<file path="src/include/dpr_pkg.sv">
// Package for the deep power-down release controller.
// Assumes a 40 MHz system clock; the serial link is sampled by it.
package dpr_pkg;
  // ==========================================================
  // Commands and timing
  localparam logic [7:0] DEEP_SLEEP_ENTRY_CMD = 8'hB9;
  localparam logic [7:0] RELEASE_POWER_DOWN_CMD = 8'hAB;
  localparam int CLK_PERIOD_NS = 25;
  localparam int SLEEP_ENTRY_DELAY_US = 3;
  localparam int STANDBY_RECOVERY_DELAY_US = 10;
  // Longest times round down to whole cycles
  localparam int SLEEP_ENTRY_CYC =
    (SLEEP_ENTRY_DELAY_US * 1000) / CLK_PERIOD_NS;
  localparam int STANDBY_RECOVERY_CYC =
    (STANDBY_RECOVERY_DELAY_US * 1000) / CLK_PERIOD_NS;
  localparam int DUMMY_CLOCKS = 3;
  localparam int ID_BITS = 24;
  localparam logic [ID_BITS-1:0] DEVICE_ID_RST = 24'h00_5A5A;
  localparam int CNT_W = 10;
  localparam int SAMPLE_STAGES = 2;
  typedef enum logic [1:0] {
    PWR_STANDBY, PWR_ENTERING, PWR_DEEP, PWR_WAKING
  } dpr_pwr_t;
endpackage

</file>
<file path="src/hw/dpr_sync.sv">
// Two-flop synchroniser bank for the link pins.
// Assumes inputs are asynchronous to clk; output is safe to read.
`timescale 1ns/1ps
module dpr_sync
  import dpr_pkg::*;
#(
  parameter int W = 4
)(
  input wire logic clk, // System clock
  input wire logic rst_n, // Synchronised reset, active low
  input wire logic [W-1:0] d, // Asynchronous pins
  output logic [W-1:0] q // Synchronised copy
);
  // ==========================================================
  // Stages
  logic [W-1:0] s1_r;
  // First stage read only by the second
  always_ff @(posedge clk or negedge rst_n)
  begin
    if (!rst_n)
    begin
      s1_r <= '0;
      q <= '0;
    end
    else
    begin
      s1_r <= d;
      q <= s1_r;
    end
  end
endmodule

</file>
<file path="src/hw/dpr_ctrl.sv">
// Deep power-down entry and release command logic of a serial flash.
// Assumes SCK at most a quarter of CLK_SYS; pins sampled by CLK_SYS.
// How it works
// - After entry command ends, lowest-power state within 3 us.
// - After release command ends, standby and ready within 10 us.
// - Release command leaves deep power-down, with or without ID read.
// - After dummy clocks device shifts ID out on SCK falling edges.
// - ID output continues until chip select rises; that starts wake-up.
// - Entry command B9H takes effect only when chip select rises.
// - In deep power-down every command except release is ignored.
// - Entry command is ignored while program or erase is busy.
`timescale 1ns/1ps
module dpr_ctrl
  import dpr_pkg::*;
(
  input wire logic CLK_SYS, // System clock, 40 MHz
  input wire logic RESETN, // Asynchronous reset, active low
  input wire logic CE_N, // Chip select, active low
  input wire logic SCK, // Serial clock from host
  input wire logic [3:0] SIO_IN, // Data lanes in
  output logic [3:0] SIO_OUT, // Data lanes out
  output logic [3:0] SIO_OE_N, // Lane drive enable, active low
  input wire logic QUAD_LANE_SERIAL_MODE, // Four-lane mode select
  input wire logic WRITE_BUSY, // Internal program or erase running
  output logic DEEP_SLEEP, // Lowest-power state reached
  output logic READY // Standby, accepting instructions
);
  import dpr_pkg::*;
  // ==========================================================
  // Reset release and pin sampling
  logic rst_n_s1_r, rst_n_r;
  always_ff @(posedge CLK_SYS or negedge RESETN)
  begin
    if (!RESETN)
    begin
      rst_n_s1_r <= 1'b0;
      rst_n_r <= 1'b0;
    end
    else
    begin
      rst_n_s1_r <= 1'b1;
      rst_n_r <= rst_n_s1_r;
    end
  end
  // Mode pin rides the same bank so it stays in step with chip select
  logic [6:0] pins_s;
  dpr_sync #(.W(7)) u_sync (
    .clk(CLK_SYS),
    .rst_n(rst_n_r),
    .d({QUAD_LANE_SERIAL_MODE, ~CE_N, SCK, SIO_IN}),
    .q(pins_s)
  );
  logic cs_act, sck_s, cs_d_r, sck_d_r, quad_s;
  logic [3:0] sio_s;
  assign quad_s = pins_s[6];
  assign cs_act = pins_s[5];
  assign sck_s = pins_s[4];
  assign sio_s = pins_s[3:0];
  always_ff @(posedge CLK_SYS or negedge rst_n_r)
  begin
    if (!rst_n_r)
    begin
      cs_d_r <= 1'b0;
      sck_d_r <= 1'b0;
    end
    else
    begin
      cs_d_r <= cs_act;
      sck_d_r <= sck_s;
    end
  end
  logic sck_rise, sck_fall, cs_rise_end;
  assign sck_rise = cs_act && sck_s && !sck_d_r;
  assign sck_fall = cs_act && !sck_s && sck_d_r;
  assign cs_rise_end = cs_d_r && !cs_act; // Chip select went high
  // ==========================================================
  // Command shift register
  function automatic logic [7:0] shift_in(input logic [7:0] v,
    input logic [3:0] d, input logic quad);
    if (quad)
      shift_in = {v[3:0], d};
    else
      shift_in = {v[6:0], d[0]};
  endfunction
  logic [7:0] cmd_r;
  logic [3:0] bit_cnt_r;
  logic cmd_done_r;
  logic [1:0] dummy_cnt_r;
  logic quad_r;
  logic [3:0] step;
  assign step = quad_r ? 4'd4 : 4'd1;
  // Mode latched at frame start so lanes never change mid-frame
  always_ff @(posedge CLK_SYS or negedge rst_n_r)
  begin
    if (!rst_n_r)
      quad_r <= 1'b0;
    else if (cs_act && !cs_d_r)
      quad_r <= quad_s;
  end
  // Byte capture on rising SCK, then dummy clock count
  always_ff @(posedge CLK_SYS or negedge rst_n_r)
  begin
    if (!rst_n_r)
    begin
      cmd_r <= 8'h00;
      bit_cnt_r <= 4'h0;
      cmd_done_r <= 1'b0;
      dummy_cnt_r <= 2'd0;
    end
    else if (!cs_act)
    begin
      bit_cnt_r <= 4'h0;
      cmd_done_r <= 1'b0;
      dummy_cnt_r <= 2'd0;
    end
    else if (sck_rise)
    begin
      if (!cmd_done_r)
      begin
        cmd_r <= shift_in(cmd_r, sio_s, quad_r);
        bit_cnt_r <= bit_cnt_r + step;
        if (bit_cnt_r + step == 4'd8)
          cmd_done_r <= 1'b1;
      end
      else if (dummy_cnt_r != 2'(DUMMY_CLOCKS))
        dummy_cnt_r <= dummy_cnt_r + 2'd1;
    end
  end
  logic is_release, is_entry;
  assign is_release = cmd_done_r && cmd_r == RELEASE_POWER_DOWN_CMD;
  assign is_entry = cmd_done_r && cmd_r == DEEP_SLEEP_ENTRY_CMD;
  // ==========================================================
  // Power state machine
  dpr_pwr_t pwr_r;
  logic [CNT_W-1:0] tmr_r;
  logic release_frame, entry_frame;
  assign release_frame = cs_rise_end && is_release;
  // Entry while writing is dropped; must not strand a busy array
  assign entry_frame = cs_rise_end && is_entry && !WRITE_BUSY;
  always_ff @(posedge CLK_SYS or negedge rst_n_r)
  begin
    if (!rst_n_r)
    begin
      pwr_r <= PWR_STANDBY;
      tmr_r <= '0;
    end
    else
    begin
      case (pwr_r)
        PWR_STANDBY:
        begin
          if (entry_frame)
          begin
            pwr_r <= PWR_ENTERING;
            // Sync stages and edge detect already used part of the budget
            tmr_r <= CNT_W'(SLEEP_ENTRY_CYC - SAMPLE_STAGES - 2);
          end
        end
        PWR_ENTERING:
        begin
          if (tmr_r == '0)
            pwr_r <= PWR_DEEP;
          else
            tmr_r <= tmr_r - 1'b1;
        end
        PWR_DEEP:
        begin
          // Only the release byte is decoded here
          if (release_frame)
          begin
            pwr_r <= PWR_WAKING;
            // Budget counts from the pin edge, not from its detection
            tmr_r <= CNT_W'(STANDBY_RECOVERY_CYC - SAMPLE_STAGES - 2);
          end
        end
        PWR_WAKING:
        begin
          if (tmr_r == '0)
            pwr_r <= PWR_STANDBY;
          else
            tmr_r <= tmr_r - 1'b1;
        end
        default:
          pwr_r <= PWR_STANDBY;
      endcase
    end
  end
  assign DEEP_SLEEP = pwr_r == PWR_DEEP;
  assign READY = pwr_r == PWR_STANDBY;
  // ==========================================================
  // ID output, shifted on falling SCK after the dummy clocks
  logic [ID_BITS-1:0] id_sh_r;
  logic [3:0] out_r;
  logic drive_r;
  always_ff @(posedge CLK_SYS or negedge rst_n_r)
  begin
    if (!rst_n_r)
    begin
      id_sh_r <= DEVICE_ID_RST;
      out_r <= 4'h0;
      drive_r <= 1'b0;
    end
    else if (!cs_act)
    begin
      id_sh_r <= DEVICE_ID_RST;
      drive_r <= 1'b0;
    end
    else if (sck_fall && is_release && pwr_r == PWR_DEEP
             && dummy_cnt_r == 2'(DUMMY_CLOCKS))
    begin
      // Wraps the ID so the stream never stalls
      drive_r <= 1'b1;
      if (quad_r)
      begin
        out_r <= id_sh_r[ID_BITS-1 -: 4];
        id_sh_r <= {id_sh_r[ID_BITS-5:0], id_sh_r[ID_BITS-1 -: 4]};
      end
      else
      begin
        out_r <= {3'b000, id_sh_r[ID_BITS-1]};
        id_sh_r <= {id_sh_r[ID_BITS-2:0], id_sh_r[ID_BITS-1]};
      end
    end
  end
  assign SIO_OUT = quad_r ? out_r : {2'b00, out_r[0], 1'b0};
  assign SIO_OE_N = !drive_r ? 4'hF : (quad_r ? 4'h0 : 4'hD);
  // ==========================================================
  // Checks
  AST_ENTRY_BOUND: assert property (@(posedge CLK_SYS) disable iff (!rst_n_r)
    pwr_r == PWR_STANDBY && entry_frame |-> ##[1:120] DEEP_SLEEP)
    else $error("deep sleep not reached in time");
  AST_WAKE_BOUND: assert property (@(posedge CLK_SYS) disable iff (!rst_n_r)
    DEEP_SLEEP && release_frame |-> ##[1:400] READY)
    else $error("standby not reached in time");
  AST_RELEASE_LEAVES: assert property (@(posedge CLK_SYS)
    disable iff (!rst_n_r)
    DEEP_SLEEP && release_frame |=> pwr_r == PWR_WAKING)
    else $error("release ignored");
  AST_DEEP_HOLDS: assert property (@(posedge CLK_SYS) disable iff (!rst_n_r)
    DEEP_SLEEP && !release_frame |=> DEEP_SLEEP)
    else $error("deep sleep left without release");
  AST_BUSY_BLOCKS: assert property (@(posedge CLK_SYS) disable iff (!rst_n_r)
    READY && WRITE_BUSY |=> !DEEP_SLEEP && pwr_r != PWR_ENTERING)
    else $error("entry taken while busy");
  AST_ENTRY_AT_CS: assert property (@(posedge CLK_SYS) disable iff (!rst_n_r)
    $rose(pwr_r == PWR_ENTERING) |-> $past(cs_rise_end))
    else $error("entry without chip select rise");
  AST_DRIVE_ONLY_SELECTED: assert property (@(posedge CLK_SYS)
    disable iff (!rst_n_r)
    !cs_act |=> SIO_OE_N == 4'hF)
    else $error("lanes driven after deselect");
  AST_DRIVE_AFTER_DUMMY: assert property (@(posedge CLK_SYS)
    disable iff (!rst_n_r)
    $rose(drive_r) |-> $past(sck_fall) && $past(dummy_cnt_r) == 2'd3)
    else $error("ID driven before dummy clocks");
  AST_QUAD_LANES: assert property (@(posedge CLK_SYS) disable iff (!rst_n_r)
    drive_r && quad_r |-> SIO_OE_N == 4'h0)
    else $error("quad mode not using four lanes");
  COV_ENTRY: cover property (@(posedge CLK_SYS) $rose(DEEP_SLEEP));
  COV_WAKE: cover property (@(posedge CLK_SYS) $rose(READY));
  COV_ID: cover property (@(posedge CLK_SYS) $rose(drive_r));
endmodule

</file>
<file path="config.mk">
export PLATFORM = sky130hd
export DESIGN_NAME = dpr_ctrl
export DESIGN_NICKNAME = d
export VERILOG_FILES = /design/src/include/dpr_pkg.sv /design/src/hw/dpr_sync.sv /design/src/hw/dpr_ctrl.sv
export SDC_FILE = /design/constraint.sdc
export NUM_CORES = 1
export LEC_CHECK = 0
export ABC_AREA = 1
export ABC_CLOCK_PERIOD_IN_PS = 2200
export BUFFER_PORTS_ARGS = -buffer_cell sky130_fd_sc_hd__buf_2
export CORE_MARGIN = 4
export CORE_UTILIZATION = 33
export DETAILED_ROUTE_END_ITERATION = 10
export PLACE_DENSITY = 0.6
export SYNTH_ARGS = -nofsm -noshare
export SYNTH_HDL_FRONTEND = slang
export SYNTH_SLANG_ARGS = --single-unit
</file>
<file path="constraint.sdc">
create_clock -name CLK_SYS -period 2.2 [get_ports CLK_SYS]
set_input_delay 0.44 -clock CLK_SYS [delete_from_list [all_inputs] [get_ports CLK_SYS]]
set_output_delay 0.44 -clock CLK_SYS [all_outputs]
set_load 0.02 [all_outputs]
</file>
==> metrics.txt <==
CP Capture Type=flip-flop; maximum clock rate=509.0 MHz; Detail Route Antenna Nets=0; Layout Cells excl Fill=633; GPL Wtd Cong=0.8376; PortBufs=19; design internal power=2.208 mW; worst r2r dst=tmr_r[0]; Seq/Total Area, Yosys=51.21%; Skew-Pair Late Insertion Delay=0.35 ns; synthesis-stage register bit count=75; WHS Path Cells=1; Pins Over Slew Limit=0; initial DRC count=308; Ys Warns=0; status=completed; sequential power share=50.3%; skew final=0.01185 ns; required time worst endpoint=2.44 ns; pin count of the biggest net entering global routing=74; R2R cell count=7; Placement Setup Slack=0.2339 ns; initial antenna violation count=0; Die ar.=0.01292 mm²; Placed Area=0.003916 mm²; first-pass GRT wire length=12990 µm; vias per inst=4.615; HP Start=SIO_IN[0]; Die X=113.7 µm; synthesized net count=488; top cells by area, synth=dfrtp_1 46%, nand2_1 19%, nand3_1 6.4%, dfstp_2 5.7%, inv_1 3.6%; vias in the first global route=2812; minimum clock period=1.965 ns; commonest non-fill, non-tap cell in the layout=nand2_1; Reg-to-Reg Start=pwr_r[0]; # DRC=0; Cells after Synth=469; leakage=2.126 nW; CTS tree=built; unrepaired setup endpoints after global routing=no; HP Class=input port to flip-flop; Fin Hold WS=0.1873 ns; Layout area overhead=12.80%; Final TNS setup=0 ns; clock sinks=75; Core Area=0.01089 mm²; CTS root buf=clkbuf_8; post-synth top area cell=dfrtp_1; io pins=20; setup violators final=0; global-route usage over all layers=12.38%; WL final=7425 µm; Peak VDD IR=0.2963 mV; Power Density=725.7 mW/mm²; clock share of power=40.8%; grt total ovfl=0; CTS buffer count=9; syn_area_per_cell=7.857 µm²; number of diodes=0; Critical Path AT=2.21 ns; Psw=808.7 µW; cell area after layout=0.004156 mm²; r2r setup slk=0.24 ns; Die H=113.7 µm; row cnt=38; Sw Share=26.81%; Final WS setup=0.2354 ns; number of max-cap violations=0; Setup Crit Path Kind=flip-flop to flip-flop; share of layout cells above drive strength 1=13.59%; Combinational Power Share=8.9%; Synth top area share=45.50%; Final Hold Viols=0; CP max FO=10; H-tree depth=3; dpl cells=616; Avg WL per Cell=11.73 µm; initial core utilization=33.84%; DP HPWL=4979 µm; first-pass iteration count of the detailed router=4; number of nets in the layout=507; CP Launch Type=flip-flop; most frequent cells in the layout=189 x nand2_1, 66 x dfrtp_1, 47 x nand3_1; Final Cycle Share=89.30%; number of fillers in the final layout=1111; worst hold endpoint=u_sync.s1_r[0]; Post-Syn Area=0.003685 mm²; via count=2921; clk buf depth=2; clock transition at the registers of the reported paths=0.09 ns; post-CTS setup buffer count=0; post-synth cell types=35
repair_timing:
item / 4_1_cts / 5_1_grt
endpoints found under the hold margin: 2 / 0
gates resized for setup: 0 / 0
hold buffers: 1 / 0
registers in the layout, summed over array words and instances (netlist names):
name         count
cs_d_r           1
u_sync.q         7
cmd_r            8
cmd_done_r       1
rst_n_s1_r       1
out_r            4
pwr_r            2
sck_d_r          1
id_sh_r         24
bit_cnt_r        4
quad_r           1
tmr_r           10
rst_n_r          1
u_sync.s1_r      7
dummy_cnt_r      2
drive_r          1
synthesized netlist by cell type, drive strengths merged:
master	number
a21oi	8
a31oi	2
buf	16
clkbuf	3
clkinv	2
conb	1
dfrtp	67
dfstp	8
ha	9
inv	39
nand2	193
nand3	47
nand3b	1
nand4	1
nor2	31
nor3	2
nor4	1
o211ai	5
o21ai	29
o21bai	1
or2	1
xnor2	1
xor2	1
kinds of logic (layout without fill, tap and decap cells):
group	after synthesis	count (layout)	share of synthesized area [%]
compound gates	45	45	6.689
xor+xnor	2	2	0.4755
fa+ha+maj	9	9	3.056
buf+inv	60	84	7.130
flops	75	75	51.21
other cells	1	1	0.1018
simple gates	277	277	31.34
routing by layer:
metal | global-route usage (%) | vias up | routed length (µm)
li1 | - | 1510 | -
met1 | 15.44 | 1371 | 3440
met2 | 21.01 | 30 | 3668
met3 | 2.599 | 10 | 199
met4 | 4.808 | 0 | 116
met5 | 0 | - | 0
critical path: stages, from the launching register on:
cell and delay [ns]:
dfrtp_1 0.52, inv_1 0.16, ha_1 0.29, or2_2 0.35
a21oi_2 0.22, nand2_2 0.17, nand2_1 0.10, nand2_1 0.05
power groups by stage:
stage	Clock (mW)	Combinational (mW)	Sequential, mW
after global routing	1.33	0.313	1.53
final	1.23	0.269	1.52
after CTS	1.27	0.273	1.52
after global placement	0	0.266	1.54
after detailed placement	0	0.270	1.54
after floorplan	0	0.190	1.54
how the worst max path moves through the flow:
stage,start,end,cells past startpoint
after CTS,pwr_r[0],tmr_r[0],7
after global placement,pwr_r[0],tmr_r[5],7
final,pwr_r[0],tmr_r[0],7
after global routing,pwr_r[0],tmr_r[2],7
after floorplan,pwr_r[0],tmr_r[3],8
after detailed placement,pwr_r[0],tmr_r[0],7
final cells by class:
class	count	area, µm²	share of cell area, %
clock inverters	7	106.4	2.559
flip-flops and latches	75	1888	45.42
inverters	41	157.7	3.793
clock buffers	9	123.9	2.980
multi-input cells	334	1535	36.94
repair buffers	27	170.2	4.094
well taps	140	175.2	4.214
per-stage QoR:
| stage | total power [mW] | utilization [%] |
|---|---|---|
| after floorplan | 1.733 | - |
| after global placement | 1.806 | 35.97 |
| after detailed placement | 1.812 | 35.97 |
| after CTS | 3.061 | 38.18 |
| after global routing | 3.170 | 38.18 |
| final | 3.016 | 38.18 |
No activity file was read; power rests on OpenSTA's default activity.
